--- src/include/dtcr_pkg.sv ---
// shared constants and carriers for the dual timer with capture/reload
package dtcr_pkg;
  localparam int unsigned CW = 16;
  localparam int unsigned AW = 8;
  localparam int unsigned PRE_W = 8;
  // register byte offsets
  localparam logic [7:0] OFS_AUX_CTL = 8'h00;
  localparam logic [7:0] OFS_CORE_CTL = 8'h04;
  localparam logic [7:0] OFS_AUX_CNT = 8'h08;
  localparam logic [7:0] OFS_CORE_CNT = 8'h0c;
  localparam logic [7:0] OFS_CAP_RELOAD = 8'h10;
  localparam logic [7:0] OFS_CAP_CTL = 8'h14;
  localparam logic [7:0] OFS_STATUS = 8'h18;
  // reset values
  localparam logic [15:0] RST_CTL = 16'h0000;
  localparam logic [15:0] RST_CNT = 16'h0000;
  localparam logic [15:0] RST_CAP_RELOAD = 16'h0000;
  // writable bits of each control register, the rest read as zero
  localparam logic [15:0] TCTL_MASK = 16'h03ff;
  localparam logic [15:0] CCTL_MASK = 16'h001f;
  // status field positions
  localparam int unsigned ST_TOGGLE = 0;
  localparam int unsigned ST_AUX_DOWN = 1;
  localparam int unsigned ST_CORE_DOWN = 2;
  // synchronised pin indices
  localparam int unsigned PIN_AUX_CNT = 0;
  localparam int unsigned PIN_CORE_CNT = 1;
  localparam int unsigned PIN_AUX_DIR = 2;
  localparam int unsigned PIN_CORE_DIR = 3;
  localparam int unsigned PIN_CAP = 4;
  localparam int unsigned PIN_NBR_CNT = 5;
  localparam int unsigned PIN_NBR_DIR = 6;
  localparam int unsigned NPIN = 7;

  typedef enum logic [1:0] {
    CS_PRESCALE = 2'b00,
    CS_EXT_PIN = 2'b01,
    CS_TOGGLE = 2'b10,
    CS_OFF = 2'b11
  } dtcr_clksrc_e;

  typedef enum logic [1:0] {
    CE_NONE = 2'b00,
    CE_RISE = 2'b01,
    CE_FALL = 2'b10,
    CE_BOTH = 2'b11
  } dtcr_edge_e;

  typedef enum logic [1:0] {
    CP_PIN = 2'b00,
    CP_NBR_CNT = 2'b01,
    CP_NBR_DIR = 2'b10,
    CP_NBR_BOTH = 2'b11
  } dtcr_capsrc_e;

  typedef struct packed {
    logic [5:0] rsvd;
    logic toggleOutEn;
    logic reloadEn;
    logic run;
    logic extDirEn;
    logic down;
    dtcr_clksrc_e clkSrc;
    logic [2:0] preExp;
  } dtcr_tctl_s;

  typedef struct packed {
    logic [10:0] rsvd;
    logic clearAfter;
    dtcr_capsrc_e src;
    dtcr_edge_e capEdge;
  } dtcr_cctl_s;
endpackage : dtcr_pkg

--- src/hdl/dtcr_top.sv ---
// dual up/down timer with toggle latch and capture/reload register
`timescale 1ns/1ps
`default_nettype none
// What this block does
// - finest count step is two clocks
// - each timer counts prescaled clock or pin
// - direction from software, optionally flipped by pin
// - toggle latch flips on each core wrap
// - latch clocks aux timer and drives pin
// - core wraps clock the compare unit timers
// - core wrap optionally triggers reload from capture register
// - selected capture pin edge copies aux count
// - optionally clear aux timer after capture
// - neighbour timer inputs may trigger capture
module dtcr_top
  import dtcr_pkg::*;
(
  // clock and reset
  input wire logic ref_clk,
  input wire logic rst_b,
  // register port
  input wire logic [AW-1:0] regAddr,
  input wire logic [CW-1:0] regWdata,
  input wire logic regWr,
  input wire logic regRd,
  output logic [CW-1:0] regRdata,
  // external count and direction pins
  input wire logic auxCountPin,
  input wire logic coreCountPin,
  input wire logic auxDirPin,
  input wire logic coreDirPin,
  // capture sources
  input wire logic captureInputPin,
  input wire logic neighbourCountInput,
  input wire logic neighbourDirectionInput,
  // outputs
  output logic toggleLatchOutPin,
  output logic toggleLatchOutPinOe,
  output logic compareUnitClk
);
  //////////////////////////////////////////////////////////////////////
  // declarations
  dtcr_tctl_s auxCtl_ff;
  dtcr_tctl_s coreCtl_ff;
  dtcr_cctl_s capCtl_ff;
  logic [CW-1:0] capReload_ff;
  logic [PRE_W-1:0] preCnt_ff;
  logic toggle_ff;
  logic ovfPulse_ff;
  logic [CW-1:0] rdata_ff;
  logic [NPIN-1:0] pinRaw;
  logic [NPIN-1:0] pinLvl;
  logic [NPIN-1:0] pinRise;
  logic [NPIN-1:0] pinFall;
  logic auxTick;
  logic coreTick;
  logic auxDown;
  logic coreDown;
  logic auxLd;
  logic coreLd;
  logic [CW-1:0] auxLdVal;
  logic [CW-1:0] coreLdVal;
  logic [CW-1:0] auxCnt;
  logic [CW-1:0] coreCnt;
  logic auxWrap;
  logic coreWrap;
  logic reload;
  logic capRise;
  logic capFall;
  logic capHit;
  logic capClr;
  logic swAuxWr;
  logic swCoreWr;

  //////////////////////////////////////////////////////////////////////
  // pin synchronisers
  assign pinRaw = {neighbourDirectionInput, neighbourCountInput,
                   captureInputPin, coreDirPin, auxDirPin,
                   coreCountPin, auxCountPin};

  dtcr_pin_sync #(
    .W(NPIN)
  ) u_sync (
    .ref_clk(ref_clk),
    .rst_b(rst_b),
    .pinIn(pinRaw),
    .level(pinLvl),
    .rise(pinRise),
    .fall(pinFall)
  );

  //////////////////////////////////////////////////////////////////////
  // prescaler
  always_ff @(posedge ref_clk or negedge rst_b) begin
    if (!rst_b) begin
      preCnt_ff <= '0;
    end else begin
      preCnt_ff <= preCnt_ff + 8'h01;
    end
  end

  // one tick every 2 << exp clocks, never fewer than two
  function automatic logic pre_tick(input logic [2:0] exp,
                                    input logic [PRE_W-1:0] cnt);
    logic [PRE_W:0] mask;
    mask = (9'h002 << exp) - 9'h001;
    return &(cnt | ~mask[PRE_W-1:0]);
  endfunction : pre_tick

  // count clock selection per timer
  function automatic logic sel_tick(input dtcr_tctl_s ctl,
                                    input logic [PRE_W-1:0] cnt,
                                    input logic pinEdge,
                                    input logic latchEvt);
    logic t;
    t = 1'b0;
    case (ctl.clkSrc)
      CS_PRESCALE: t = pre_tick(ctl.preExp, cnt);
      CS_EXT_PIN: t = pinEdge;
      CS_TOGGLE: t = latchEvt;
      CS_OFF: t = 1'b0;
      default: t = 1'b0;
    endcase
    return ctl.run & t;
  endfunction : sel_tick

  //////////////////////////////////////////////////////////////////////
  // tick and direction
  // latch-driven counting concatenates core into aux
  assign auxTick = sel_tick(auxCtl_ff, preCnt_ff, pinRise[PIN_AUX_CNT],
                            ovfPulse_ff);
  assign coreTick = sel_tick(coreCtl_ff, preCnt_ff,
                             pinRise[PIN_CORE_CNT], 1'b0);

  assign auxDown = auxCtl_ff.down ^
                   (auxCtl_ff.extDirEn & pinLvl[PIN_AUX_DIR]);
  assign coreDown = coreCtl_ff.down ^
                    (coreCtl_ff.extDirEn & pinLvl[PIN_CORE_DIR]);

  //////////////////////////////////////////////////////////////////////
  // capture trigger
  always_comb begin
    capRise = 1'b0;
    capFall = 1'b0;
    case (capCtl_ff.src)
      CP_PIN: begin
        capRise = pinRise[PIN_CAP];
        capFall = pinFall[PIN_CAP];
      end
      CP_NBR_CNT: begin
        capRise = pinRise[PIN_NBR_CNT];
        capFall = pinFall[PIN_NBR_CNT];
      end
      CP_NBR_DIR: begin
        capRise = pinRise[PIN_NBR_DIR];
        capFall = pinFall[PIN_NBR_DIR];
      end
      CP_NBR_BOTH: begin
        capRise = pinRise[PIN_NBR_CNT] | pinRise[PIN_NBR_DIR];
        capFall = pinFall[PIN_NBR_CNT] | pinFall[PIN_NBR_DIR];
      end
      default: begin
        capRise = 1'b0;
        capFall = 1'b0;
      end
    endcase
  end

  always_comb begin
    case (capCtl_ff.capEdge)
      CE_RISE: capHit = capRise;
      CE_FALL: capHit = capFall;
      CE_BOTH: capHit = capRise | capFall;
      default: capHit = 1'b0;
    endcase
  end

  assign capClr = capHit & capCtl_ff.clearAfter;

  //////////////////////////////////////////////////////////////////////
  // timers
  assign swAuxWr = regWr & (regAddr == OFS_AUX_CNT);
  assign swCoreWr = regWr & (regAddr == OFS_CORE_CNT);

  // clear after capture wins over a software write
  assign auxLd = capClr | swAuxWr;
  assign auxLdVal = capClr ? 16'h0000 : regWdata;

  // hardware reload wins over a software write
  assign reload = coreWrap & coreCtl_ff.reloadEn;
  assign coreLd = reload | swCoreWr;
  assign coreLdVal = reload ? capReload_ff : regWdata;

  dtcr_timer u_aux (
    .ref_clk(ref_clk),
    .rst_b(rst_b),
    .tick(auxTick),
    .down(auxDown),
    .load(auxLd),
    .loadVal(auxLdVal),
    .count(auxCnt),
    .wrap(auxWrap)
  );

  dtcr_timer u_core (
    .ref_clk(ref_clk),
    .rst_b(rst_b),
    .tick(coreTick),
    .down(coreDown),
    .load(coreLd),
    .loadVal(coreLdVal),
    .count(coreCnt),
    .wrap(coreWrap)
  );

  //////////////////////////////////////////////////////////////////////
  // toggle latch and compare-unit clock
  always_ff @(posedge ref_clk or negedge rst_b) begin
    if (!rst_b) begin
      toggle_ff <= 1'b0;
    end else if (coreWrap) begin
      toggle_ff <= ~toggle_ff;
    end
  end

  always_ff @(posedge ref_clk or negedge rst_b) begin
    if (!rst_b) begin
      ovfPulse_ff <= 1'b0;
    end else begin
      ovfPulse_ff <= coreWrap;
    end
  end

  assign compareUnitClk = ovfPulse_ff;
  assign toggleLatchOutPin = toggle_ff;
  assign toggleLatchOutPinOe = coreCtl_ff.toggleOutEn;

  //////////////////////////////////////////////////////////////////////
  // capture/reload register, capture wins over a software write
  always_ff @(posedge ref_clk or negedge rst_b) begin
    if (!rst_b) begin
      capReload_ff <= RST_CAP_RELOAD;
    end else if (capHit) begin
      capReload_ff <= auxCnt;
    end else if (regWr && regAddr == OFS_CAP_RELOAD) begin
      capReload_ff <= regWdata;
    end
  end

  //////////////////////////////////////////////////////////////////////
  // control registers
  always_ff @(posedge ref_clk or negedge rst_b) begin
    if (!rst_b) begin
      auxCtl_ff <= RST_CTL;
    end else if (regWr && regAddr == OFS_AUX_CTL) begin
      auxCtl_ff <= regWdata & TCTL_MASK;
    end
  end

  always_ff @(posedge ref_clk or negedge rst_b) begin
    if (!rst_b) begin
      coreCtl_ff <= RST_CTL;
    end else if (regWr && regAddr == OFS_CORE_CTL) begin
      coreCtl_ff <= regWdata & TCTL_MASK;
    end
  end

  always_ff @(posedge ref_clk or negedge rst_b) begin
    if (!rst_b) begin
      capCtl_ff <= RST_CTL;
    end else if (regWr && regAddr == OFS_CAP_CTL) begin
      capCtl_ff <= regWdata & CCTL_MASK;
    end
  end

  //////////////////////////////////////////////////////////////////////
  // read port, data valid only in the cycle after the strobe
  always_ff @(posedge ref_clk or negedge rst_b) begin
    if (!rst_b) begin
      rdata_ff <= '0;
    end else if (regRd) begin
      case (regAddr)
        OFS_AUX_CTL: rdata_ff <= auxCtl_ff;
        OFS_CORE_CTL: rdata_ff <= coreCtl_ff;
        OFS_AUX_CNT: rdata_ff <= auxCnt;
        OFS_CORE_CNT: rdata_ff <= coreCnt;
        OFS_CAP_RELOAD: rdata_ff <= capReload_ff;
        OFS_CAP_CTL: rdata_ff <= capCtl_ff;
        OFS_STATUS: begin
          rdata_ff <= '0;
          rdata_ff[ST_TOGGLE] <= toggle_ff;
          rdata_ff[ST_AUX_DOWN] <= auxDown;
          rdata_ff[ST_CORE_DOWN] <= coreDown;
        end
        default: rdata_ff <= '0;
      endcase
    end else begin
      rdata_ff <= '0;
    end
  end

  assign regRdata = rdata_ff;

  //////////////////////////////////////////////////////////////////////
  // assertions
  a_pre_step_gap: assert property (
    @(posedge ref_clk) disable iff (!rst_b)
    coreTick && coreCtl_ff.clkSrc == CS_PRESCALE && $stable(coreCtl_ff)
    |=> !coreTick)
    else $error("prescaled core steps closer than two clocks");

  a_pin_count_up: assert property (
    @(posedge ref_clk) disable iff (!rst_b)
    auxCtl_ff.run && auxCtl_ff.clkSrc == CS_EXT_PIN &&
    pinRise[PIN_AUX_CNT] && !auxLd && !auxDown
    |=> auxCnt == $past(auxCnt) + 16'h0001)
    else $error("aux timer missed an external count edge");

  a_pin_dir_flip: assert property (
    @(posedge ref_clk) disable iff (!rst_b)
    coreTick && !coreLd && coreCtl_ff.extDirEn &&
    pinLvl[PIN_CORE_DIR] && !coreCtl_ff.down
    |=> coreCnt == $past(coreCnt) - 16'h0001)
    else $error("direction pin did not turn core timer down");

  a_toggle_flip: assert property (
    @(posedge ref_clk) disable iff (!rst_b)
    coreWrap |=> toggleLatchOutPin != $past(toggleLatchOutPin))
    else $error("toggle latch did not flip on core wrap");

  a_latch_concat: assert property (
    @(posedge ref_clk) disable iff (!rst_b)
    coreWrap && auxCtl_ff.run && auxCtl_ff.clkSrc == CS_TOGGLE &&
    !auxDown ##1 !auxLd && $stable(auxCtl_ff) && !auxDown
    |=> auxCnt == $past(auxCnt, 1) + 16'h0001)
    else $error("aux timer not stepped by toggle latch");

  a_cmp_clock: assert property (
    @(posedge ref_clk) disable iff (!rst_b)
    coreWrap |=> compareUnitClk ##1 !compareUnitClk)
    else $error("compare unit clock pulse wrong");

  a_reload_value: assert property (
    @(posedge ref_clk) disable iff (!rst_b)
    coreWrap && coreCtl_ff.reloadEn |=> coreCnt == $past(capReload_ff))
    else $error("core timer not reloaded on wrap");

  a_no_reload: assert property (
    @(posedge ref_clk) disable iff (!rst_b)
    coreWrap && !coreCtl_ff.reloadEn && !swCoreWr && !coreDown
    |=> coreCnt == 16'h0000)
    else $error("core timer changed by reload while disabled");

  a_capture_copy: assert property (
    @(posedge ref_clk) disable iff (!rst_b)
    capCtl_ff.src == CP_PIN && capCtl_ff.capEdge == CE_FALL &&
    pinFall[PIN_CAP] |=> capReload_ff == $past(auxCnt))
    else $error("capture pin edge did not copy aux count");

  a_capture_clear: assert property (
    @(posedge ref_clk) disable iff (!rst_b)
    capHit && capCtl_ff.clearAfter |=> auxCnt == 16'h0000)
    else $error("aux timer not cleared after capture");

  a_nbr_capture: assert property (
    @(posedge ref_clk) disable iff (!rst_b)
    capCtl_ff.src == CP_NBR_CNT && capCtl_ff.capEdge == CE_RISE &&
    pinRise[PIN_NBR_CNT] |=> capReload_ff == $past(auxCnt))
    else $error("neighbour count edge did not capture");
endmodule : dtcr_top
`default_nettype wire

--- src/hdl/dtcr_pin_sync.sv ---
// two-stage synchroniser with edge detect for a group of pins
`timescale 1ns/1ps
`default_nettype none
module dtcr_pin_sync #(
  parameter int unsigned W = 1
) (
  // clock and reset
  input wire logic ref_clk,
  input wire logic rst_b,
  // raw pins
  input wire logic [W-1:0] pinIn,
  // synchronised view
  output logic [W-1:0] level,
  output logic [W-1:0] rise,
  output logic [W-1:0] fall
);
  logic [W-1:0] meta_ff;
  logic [W-1:0] sync_ff;
  logic [W-1:0] prev_ff;

  always_ff @(posedge ref_clk or negedge rst_b) begin
    if (!rst_b) begin
      meta_ff <= '0;
      sync_ff <= '0;
      prev_ff <= '0;
    end else begin
      meta_ff <= pinIn;
      sync_ff <= meta_ff;
      prev_ff <= sync_ff;
    end
  end

  assign level = sync_ff;
  assign rise = sync_ff & ~prev_ff;
  assign fall = ~sync_ff & prev_ff;
endmodule : dtcr_pin_sync
`default_nettype wire

--- src/hdl/dtcr_timer.sv ---
// one 16-bit up/down timer with load and wrap event
`timescale 1ns/1ps
`default_nettype none
module dtcr_timer
  import dtcr_pkg::*;
(
  // clock and reset
  input wire logic ref_clk,
  input wire logic rst_b,
  // count control
  input wire logic tick,
  input wire logic down,
  input wire logic load,
  input wire logic [CW-1:0] loadVal,
  // state
  output logic [CW-1:0] count,
  output logic wrap
);
  logic [CW-1:0] cnt_ff;

  // load beats a count step taken in the same cycle
  always_ff @(posedge ref_clk or negedge rst_b) begin
    if (!rst_b) begin
      cnt_ff <= RST_CNT;
    end else if (load) begin
      cnt_ff <= loadVal;
    end else if (tick) begin
      cnt_ff <= down ? cnt_ff - 16'h0001 : cnt_ff + 16'h0001;
    end
  end

  assign count = cnt_ff;
  // overflow going up, underflow going down
  assign wrap = tick & (down ? (cnt_ff == 16'h0000) : (&cnt_ff));
endmodule : dtcr_timer
`default_nettype wire

--- config.mk ---
export PLATFORM = sky130hd
export DESIGN_NAME = dtcr_top
export DESIGN_NICKNAME = d
export VERILOG_FILES = /design/src/include/dtcr_pkg.sv /design/src/hdl/dtcr_top.sv /design/src/hdl/dtcr_pin_sync.sv /design/src/hdl/dtcr_timer.sv
export SDC_FILE = /design/constraint.sdc
export NUM_CORES = 1
export LEC_CHECK = 0
export ABC_AREA = 1
export BUFFER_PORTS_ARGS = -buffer_cell sky130_fd_sc_hd__buf_2
export CORE_ASPECT_RATIO = 1.4
export CORE_MARGIN = 2
export CORE_UTILIZATION = 62
export CTS_BUF_LIST = sky130_fd_sc_hd__clkbuf_4
export CTS_CLUSTER_DIAMETER = 40
export DETAILED_ROUTE_END_ITERATION = 6
export GPL_ROUTABILITY_DRIVEN = 0
export PLACE_DENSITY = 0.8
export SETUP_SLACK_MARGIN = 0.4
export SKIP_LAST_GASP = 1
export SYNTH_ARGS = -nofsm -noshare
export SYNTH_HDL_FRONTEND = slang
export SYNTH_SLANG_ARGS = --single-unit
--- constraint.sdc ---
create_clock -name ref_clk -period 2.95 [get_ports ref_clk]
set_clock_uncertainty 0.05 [all_clocks]
set_input_delay 0.59 -clock ref_clk [delete_from_list [all_inputs] [get_ports ref_clk]]
set_output_delay 0.59 -clock ref_clk [all_outputs]
set_load 0.01 [all_outputs]
# Word level (Yosys, flattened, before mapping)
# Index checks and enable logic that the tools add are counted.
# Widths: inputs -> output; s select.
# totals
regBits,120
inputBits,35
output_inout_bits,19
elab_cells,113
# op_classes
add_sub_neg,7
n_eq_ne,18
shift,2
mux,18
bitwise_logic,25
n_reduce_logical,16
# ops
operator,count
$mux 16,11
$pmux 16 s7,1
$add 16x1->16 const B,2
$sub 16x1->16 const B,2
$eq 8x5->1 const B,3
$eq 2x2->1 const B,8
$eq 8x4->1 const B,2
$logic_not 16->1,1
$not 8->8,2
$or 8x8->8,2
$reduce_and 16->1,1
$reduce_and 8->1,2
$shl 2x3->8 const A,2
$sub 8x1->8 const B,2
$and 7x7->7,2
$not 7->7,2
$pmux 1 s4,3
$and 1x1->1,9
$add 8x1->8 const B,1
$eq 2x1->1 const B,4
$eq 8x3->1 const B,1
$logic_not 8->1,1
$logic_not 2->1,3
$pmux 1 s3,2
7 further kinds,17

# Depth between registers and ports, before layout
# logic_depth
ltp_word,11
depth_mapped,19
ltp_nobuf,19

# Cells and area by module
# A second synthesis with hierarchy kept.
# hier_totals
cells_unflattened,1170
hier_area_um2,8244.2
# by_module_without_submodules
mod,instances,cells_per_inst,area_each_um2,seq_area_each_um2
dtcr_top,1,597,4225.3,1676.6
dtcr_timer,2,262,1694.1,400.4
dtcr_pin_sync,1,49,630.6,525.5

# Worst setup path after synthesis
# OpenSTA, ideal clock, no wires.
# synth_timing
path_type,reg2reg
startpoint,register coreCtl_ff[6] (netlist name)
endpoint,register u_core.cnt_ff[14] (netlist: u_core.count[14])
setup_ps,113
t_arrival_ps,2104
t_required_ps,2787
path_slack_ps,684
stages_incl_launch_ff,17
cell_sequence,dfrtp_1 nand3_1 nand2_1 inv_1 ha_1 a21oi_1 nand2_1 nand2_1 nand2_1 nand3_1 nand2_1 nand2_1 nand2_1 nand3_1 nand3_1 nand2_1 inv_1
# synth_between
elab_chain_len,7
elab_cells_between_ends,11
cone_classes,mux (5); bitwise (5); reduce/logical (1)
# synth_rtl
element,line_no,text
"start, declared",dtcr_top.sv:44,dtcr_tctl_s coreCtl_ff;
"start signal, assigned",dtcr_top.sv:264,coreCtl_ff <= regWdata & TCTL_MASK;
$and 1x1->1 (*),dtcr_top.sv:138,(coreCtl_ff.extDirEn & pinLvl[PIN_CORE_DIR]);
$xor 1x1->1 (*),dtcr_top.sv:137,assign coreDown = coreCtl_ff.down ^
$mux 1,dtcr_timer.sv:34,assign wrap = tick & (down ? (cnt_ff == 16'h0000) : (&cnt_ff));
$and 1x1->1,dtcr_timer.sv:34,
$and 1x1->1,dtcr_top.sv:190,assign reload = coreWrap & coreCtl_ff.reloadEn;
$mux 16 / $or 1x1->1 (equally long branches),"dtcr_top.sv:192, dtcr_top.sv:191",
$mux 16 / $reduce_bool 2->1 (equally long branches),n/a,
"end signal, assigned",dtcr_timer.sv:26,cnt_ff <= loadVal;
"end signal, assigned",dtcr_timer.sv:28,cnt_ff <= down ? cnt_ff - 16'h0001 : cnt_ff + 16'h0001;
"end, declared",dtcr_timer.sv:19,logic [CW-1:0] cnt_ff;
# Mark *: on every way between the ends. The rest lies on a longest branch, timed or not. The select of a mux whose other input is x is not followed.
# A chain may end at the register's enable or synchronous reset.

# Worst setup path in the final report
# layout_timing
startpoint,register coreCtl_ff[6] (netlist name)
endpoint,register u_core.cnt_ff[5] (netlist: u_core.count[5])
# The elaborated chain is that of the path after synthesis.

==> summary.txt <==
Clk buf depth: 2
CTS Root Cell: clkbuf_4
Antenna violations before repair: 1
Status: finished, violations left
Reg2reg start: coreCtl_ff[6]
Core footprint: 11,700 um2
Max Cap Violations: 0
Final HPWL from detailed placement: 15,400 um
IO Count: 54
Routed Antenna Nets: 0
Post-synth top flop: dfrtp_1
Minimum clock period: 2.49 ns
Hold Path Sink: u_sync.meta_ff[4]
Cell family with the largest share of critical-path delay: simple AND/OR/NAND/NOR gates
Post-Synth Simple-Gate Area: 0.298
CP cell instances: nand2_1 > nand2_2 > nand2_4 > clkinvlp_4 > ha_1 > a21oi_1 > nand2_2 > nand3_2 > nand2_2 > buf_4 > xor2_1 > nand3_1 > nand3_1 > nand2_1 > nand2_1
RSZ-0062 raised after global routing: true
Fin. Hold Viols: 0
YS warnings: 0
DR pass1 iterations: 7
Clk_lat worst skew: 0.56 ns
Xor/xnor share of the synthesized area: 0.0309
Vias in the first global route: 6,927
Worst path slowest cell: dfrtp_1
Die ar.: 12,800 um2
DR WL/cell: 17.5 um
WHS Path Cells: 1
Clock sinks: 118
Final setup viols: 0
FF-to-FF setup slack: 0.46 ns
Place WS: 0.287 ns
Clock transition at the registers of the reported paths: 0.12 ns
CTS buffer count: 17
Seq/Total Area, Yosys: 0.401
Total gr overflow: 0
Max_slew headroom: 0.504
Fin area: 8740 um2
Compound-gate portion of the synthesized area: 0.142
Final worst slack: 0.458 ns
CP required: 3.39 ns
Mapped Area: 7370 um2
Distinct cell type count after synthesis: 44
Mapped Avg Cell Area: 7.36 um2
Max-slew violations: 0
Die height: 133 um
Main combinational cell family by area after synthesis: simple AND/OR/NAND/NOR gates
Port-buffer cells: 53
Crit-path max cell delay: 0.43 ns
Post-Syn Nets: 1,069
Synth Area in Adders: 0.0563
Maximum vdd drop: 0.000353 V
DIE WIDTH: 96.2 um
# rows: 47
Pwr dens: 588 nW/um2
Synth Register Bits: 118
Post-Syn Instances: 1,002
Layout cells sized above 1: 0.203
Mux contribution to synthesized area: 0
DR vias: 7,463
DP Area: 7790 um2
Worst slew pin tran: 0.743 ns
Post-synth EDFFs: 0
Layout Nets: 1,150
HP Class: input port to flip-flop
Tcrit/Tclk final: 0.845
Failing checks: design-rule violations
Pleak: 4.26 nW
Critical Path End Type: flip-flop
Critical path launch point type: flip-flop
Critical path fanouts, max: 6
HP Start: captureInputPin
Reg2Reg Depth: 15
Critical path arrival: 2.93 ns
Area Overhead vs Synth: 18.6%
Initial drt markers: 793
First-pass GRT wire length: 33,400 um
DRC Markers: 2
Average via count per standard cell: 6.00
CP Buf/Inv Count: 2
H-Tree Depth: 4
Tot GR Track Use: 0.340
WL final: 21,800 um
Initial Util: 0.630
Setup TNS: 0 ns
Largest net degree at the start of global routing: 60
Worst flop-to-flop path endpoint: u_core.count[5]
Fmax: 401 MHz
CTS tree: yes
Asr flop ratio synth: 1.00
Kind of critical path: flip-flop to flip-flop
## cell usage in the layout, fill, tap and decap left out, types with 3 or more instances in the layout
cell type	count
a22oi_1	3
inv_1	93
nand3_1	78
clkbuf_4	17
ha_4	18
ha_1	10
o311ai_0	5
a21oi_2	15
inv_6	9
a21o_1	5
nand4_1	5
o21ai_2	3
o211ai_1	7
inv_2	7
buf_4	29
o311ai_1	10
nor3_1	4
a221oi_1	6
inv_8	3
o21ai_1	13
nand2_4	4
buf_2	52
dfrtp_1	117
nand2_1	300
o21ai_0	58
nor2_1	79
nor2_2	9
nor2_4	4
nand2_2	19
o22ai_1	12
a31oi_1	4
nand3_2	11
a21oi_1	29
xnor2_1	6
xor2_1	20
## state kept, by name (all words and copies together) (netlist names), 5 cells and up
register and cells:
capCtl_ff 5, auxCtl_ff 10, preCnt_ff 8, u_sync.meta_ff 7, regRdata 16, coreCtl_ff 9
u_sync.prev_ff 5, capReload_ff 16, u_sync.level 7, u_core.count 16, u_aux.count 16
## logic make-up after synthesis
logic type | count (synthesis)
simple gates | 521
compound gates | 177
buf+inv | 128
flops | 118
fa+ha+maj | 32
xor+xnor | 26
## how the worst max path moves through the flow
stage / startpoint / endpoint / slack (ns) / depth (start not counted)
2_1_floorplan: coreCtl_ff[6] / u_core.count[14] / 0.68 / 16
3_3_place_gp: coreCtl_ff[6] / u_core.count[13] / 0.36 / 16
3_5_place_dp: coreCtl_ff[6] / u_core.count[14] / 0.29 / 16
4_1_cts: auxCtl_ff[6] / u_aux.count[14] / 0.46 / 17
5_1_grt: coreCtl_ff[5] / u_core.count[11] / 0.27 / 17
6_report: coreCtl_ff[6] / u_core.count[5] / 0.46 / 15
## through the flow
| step | total power, mW | hold slack [ns] | instances | util |
|---|---|---|---|---|
| 6_report | 5.14 | 0.0821 | 1244 | 0.747 |
| 5_1_grt | 5.41 | 0.0382 | 1244 | 0.747 |
| 4_1_cts | 4.71 | 0.0547 | 1229 | 0.698 |
| 3_5_place_dp | 3.42 | 0.286 | 1190 | 0.666 |
| 3_3_place_gp | 3.39 | 0.282 | 1190 | 0.666 |
| 2_1_floorplan | 3.02 | 0.244 | 1002 | - |
## cells in the mapped netlist (all sizes together), types with 4 or more instances
| cell type | number | area, um2 |
|---|---|---|
| a21o | 5 | 37.5 |
| a21oi | 45 | 229 |
| a221oi | 6 | 52.6 |
| a31oi | 4 | 25.0 |
| buf | 14 | 100 |
| clkbuf | 11 | 42.5 |
| dfrtp | 118 | 2950 |
| ha | 30 | 375 |
| inv | 103 | 389 |
| nand2 | 323 | 1240 |
| nand3 | 89 | 455 |
| nand4 | 7 | 56.3 |
| nor2 | 92 | 378 |
| nor3 | 5 | 36.3 |
| o211ai | 7 | 52.6 |
| o21ai | 74 | 370 |
| o22ai | 12 | 75.1 |
| o311ai | 15 | 131 |
| xnor2 | 6 | 52.6 |
| xor2 | 20 | 175 |
## final cells by class
class,instances,area [um2]
Tap cell,147,184
Multi-Input combinational cell,756,4320
Clock inverter,15,178
Sequential cell,118,2950
Inverter,103,397
Fill cell,930,2960
Timing Repair Buffer,87,579
Clock buffer,17,128
Antenna cell,1,2.50
## routing by layer
metal / track usage / share of wire / up-vias
li1: - / - / 3502
met5: 0 / 0 / -
met2: 0.544 / 0.49 / 409
met1: 0.437 / 0.38 / 3446
met4: 0.190 / 0.053 / 0
met3: 0.0490 / 0.072 / 106
## report_power, final
part	switching, mW	internal (mW)
sequential	0.280	1.78
combinational	1.07	0.727
clock	0.742	0.542
## what timing repair did
item / CTS / global route
pin swaps: 0 / 13
hold buffers: 1 / 0
setup endpoints to repair: 11 / 20
gates resized for setup: 3 / 98
buffers inserted: 6 / 13
endpoints found under the hold margin: 33 / 0
gates cloned: 0 / 1
No activity file was read; power rests on OpenSTA's default activity.
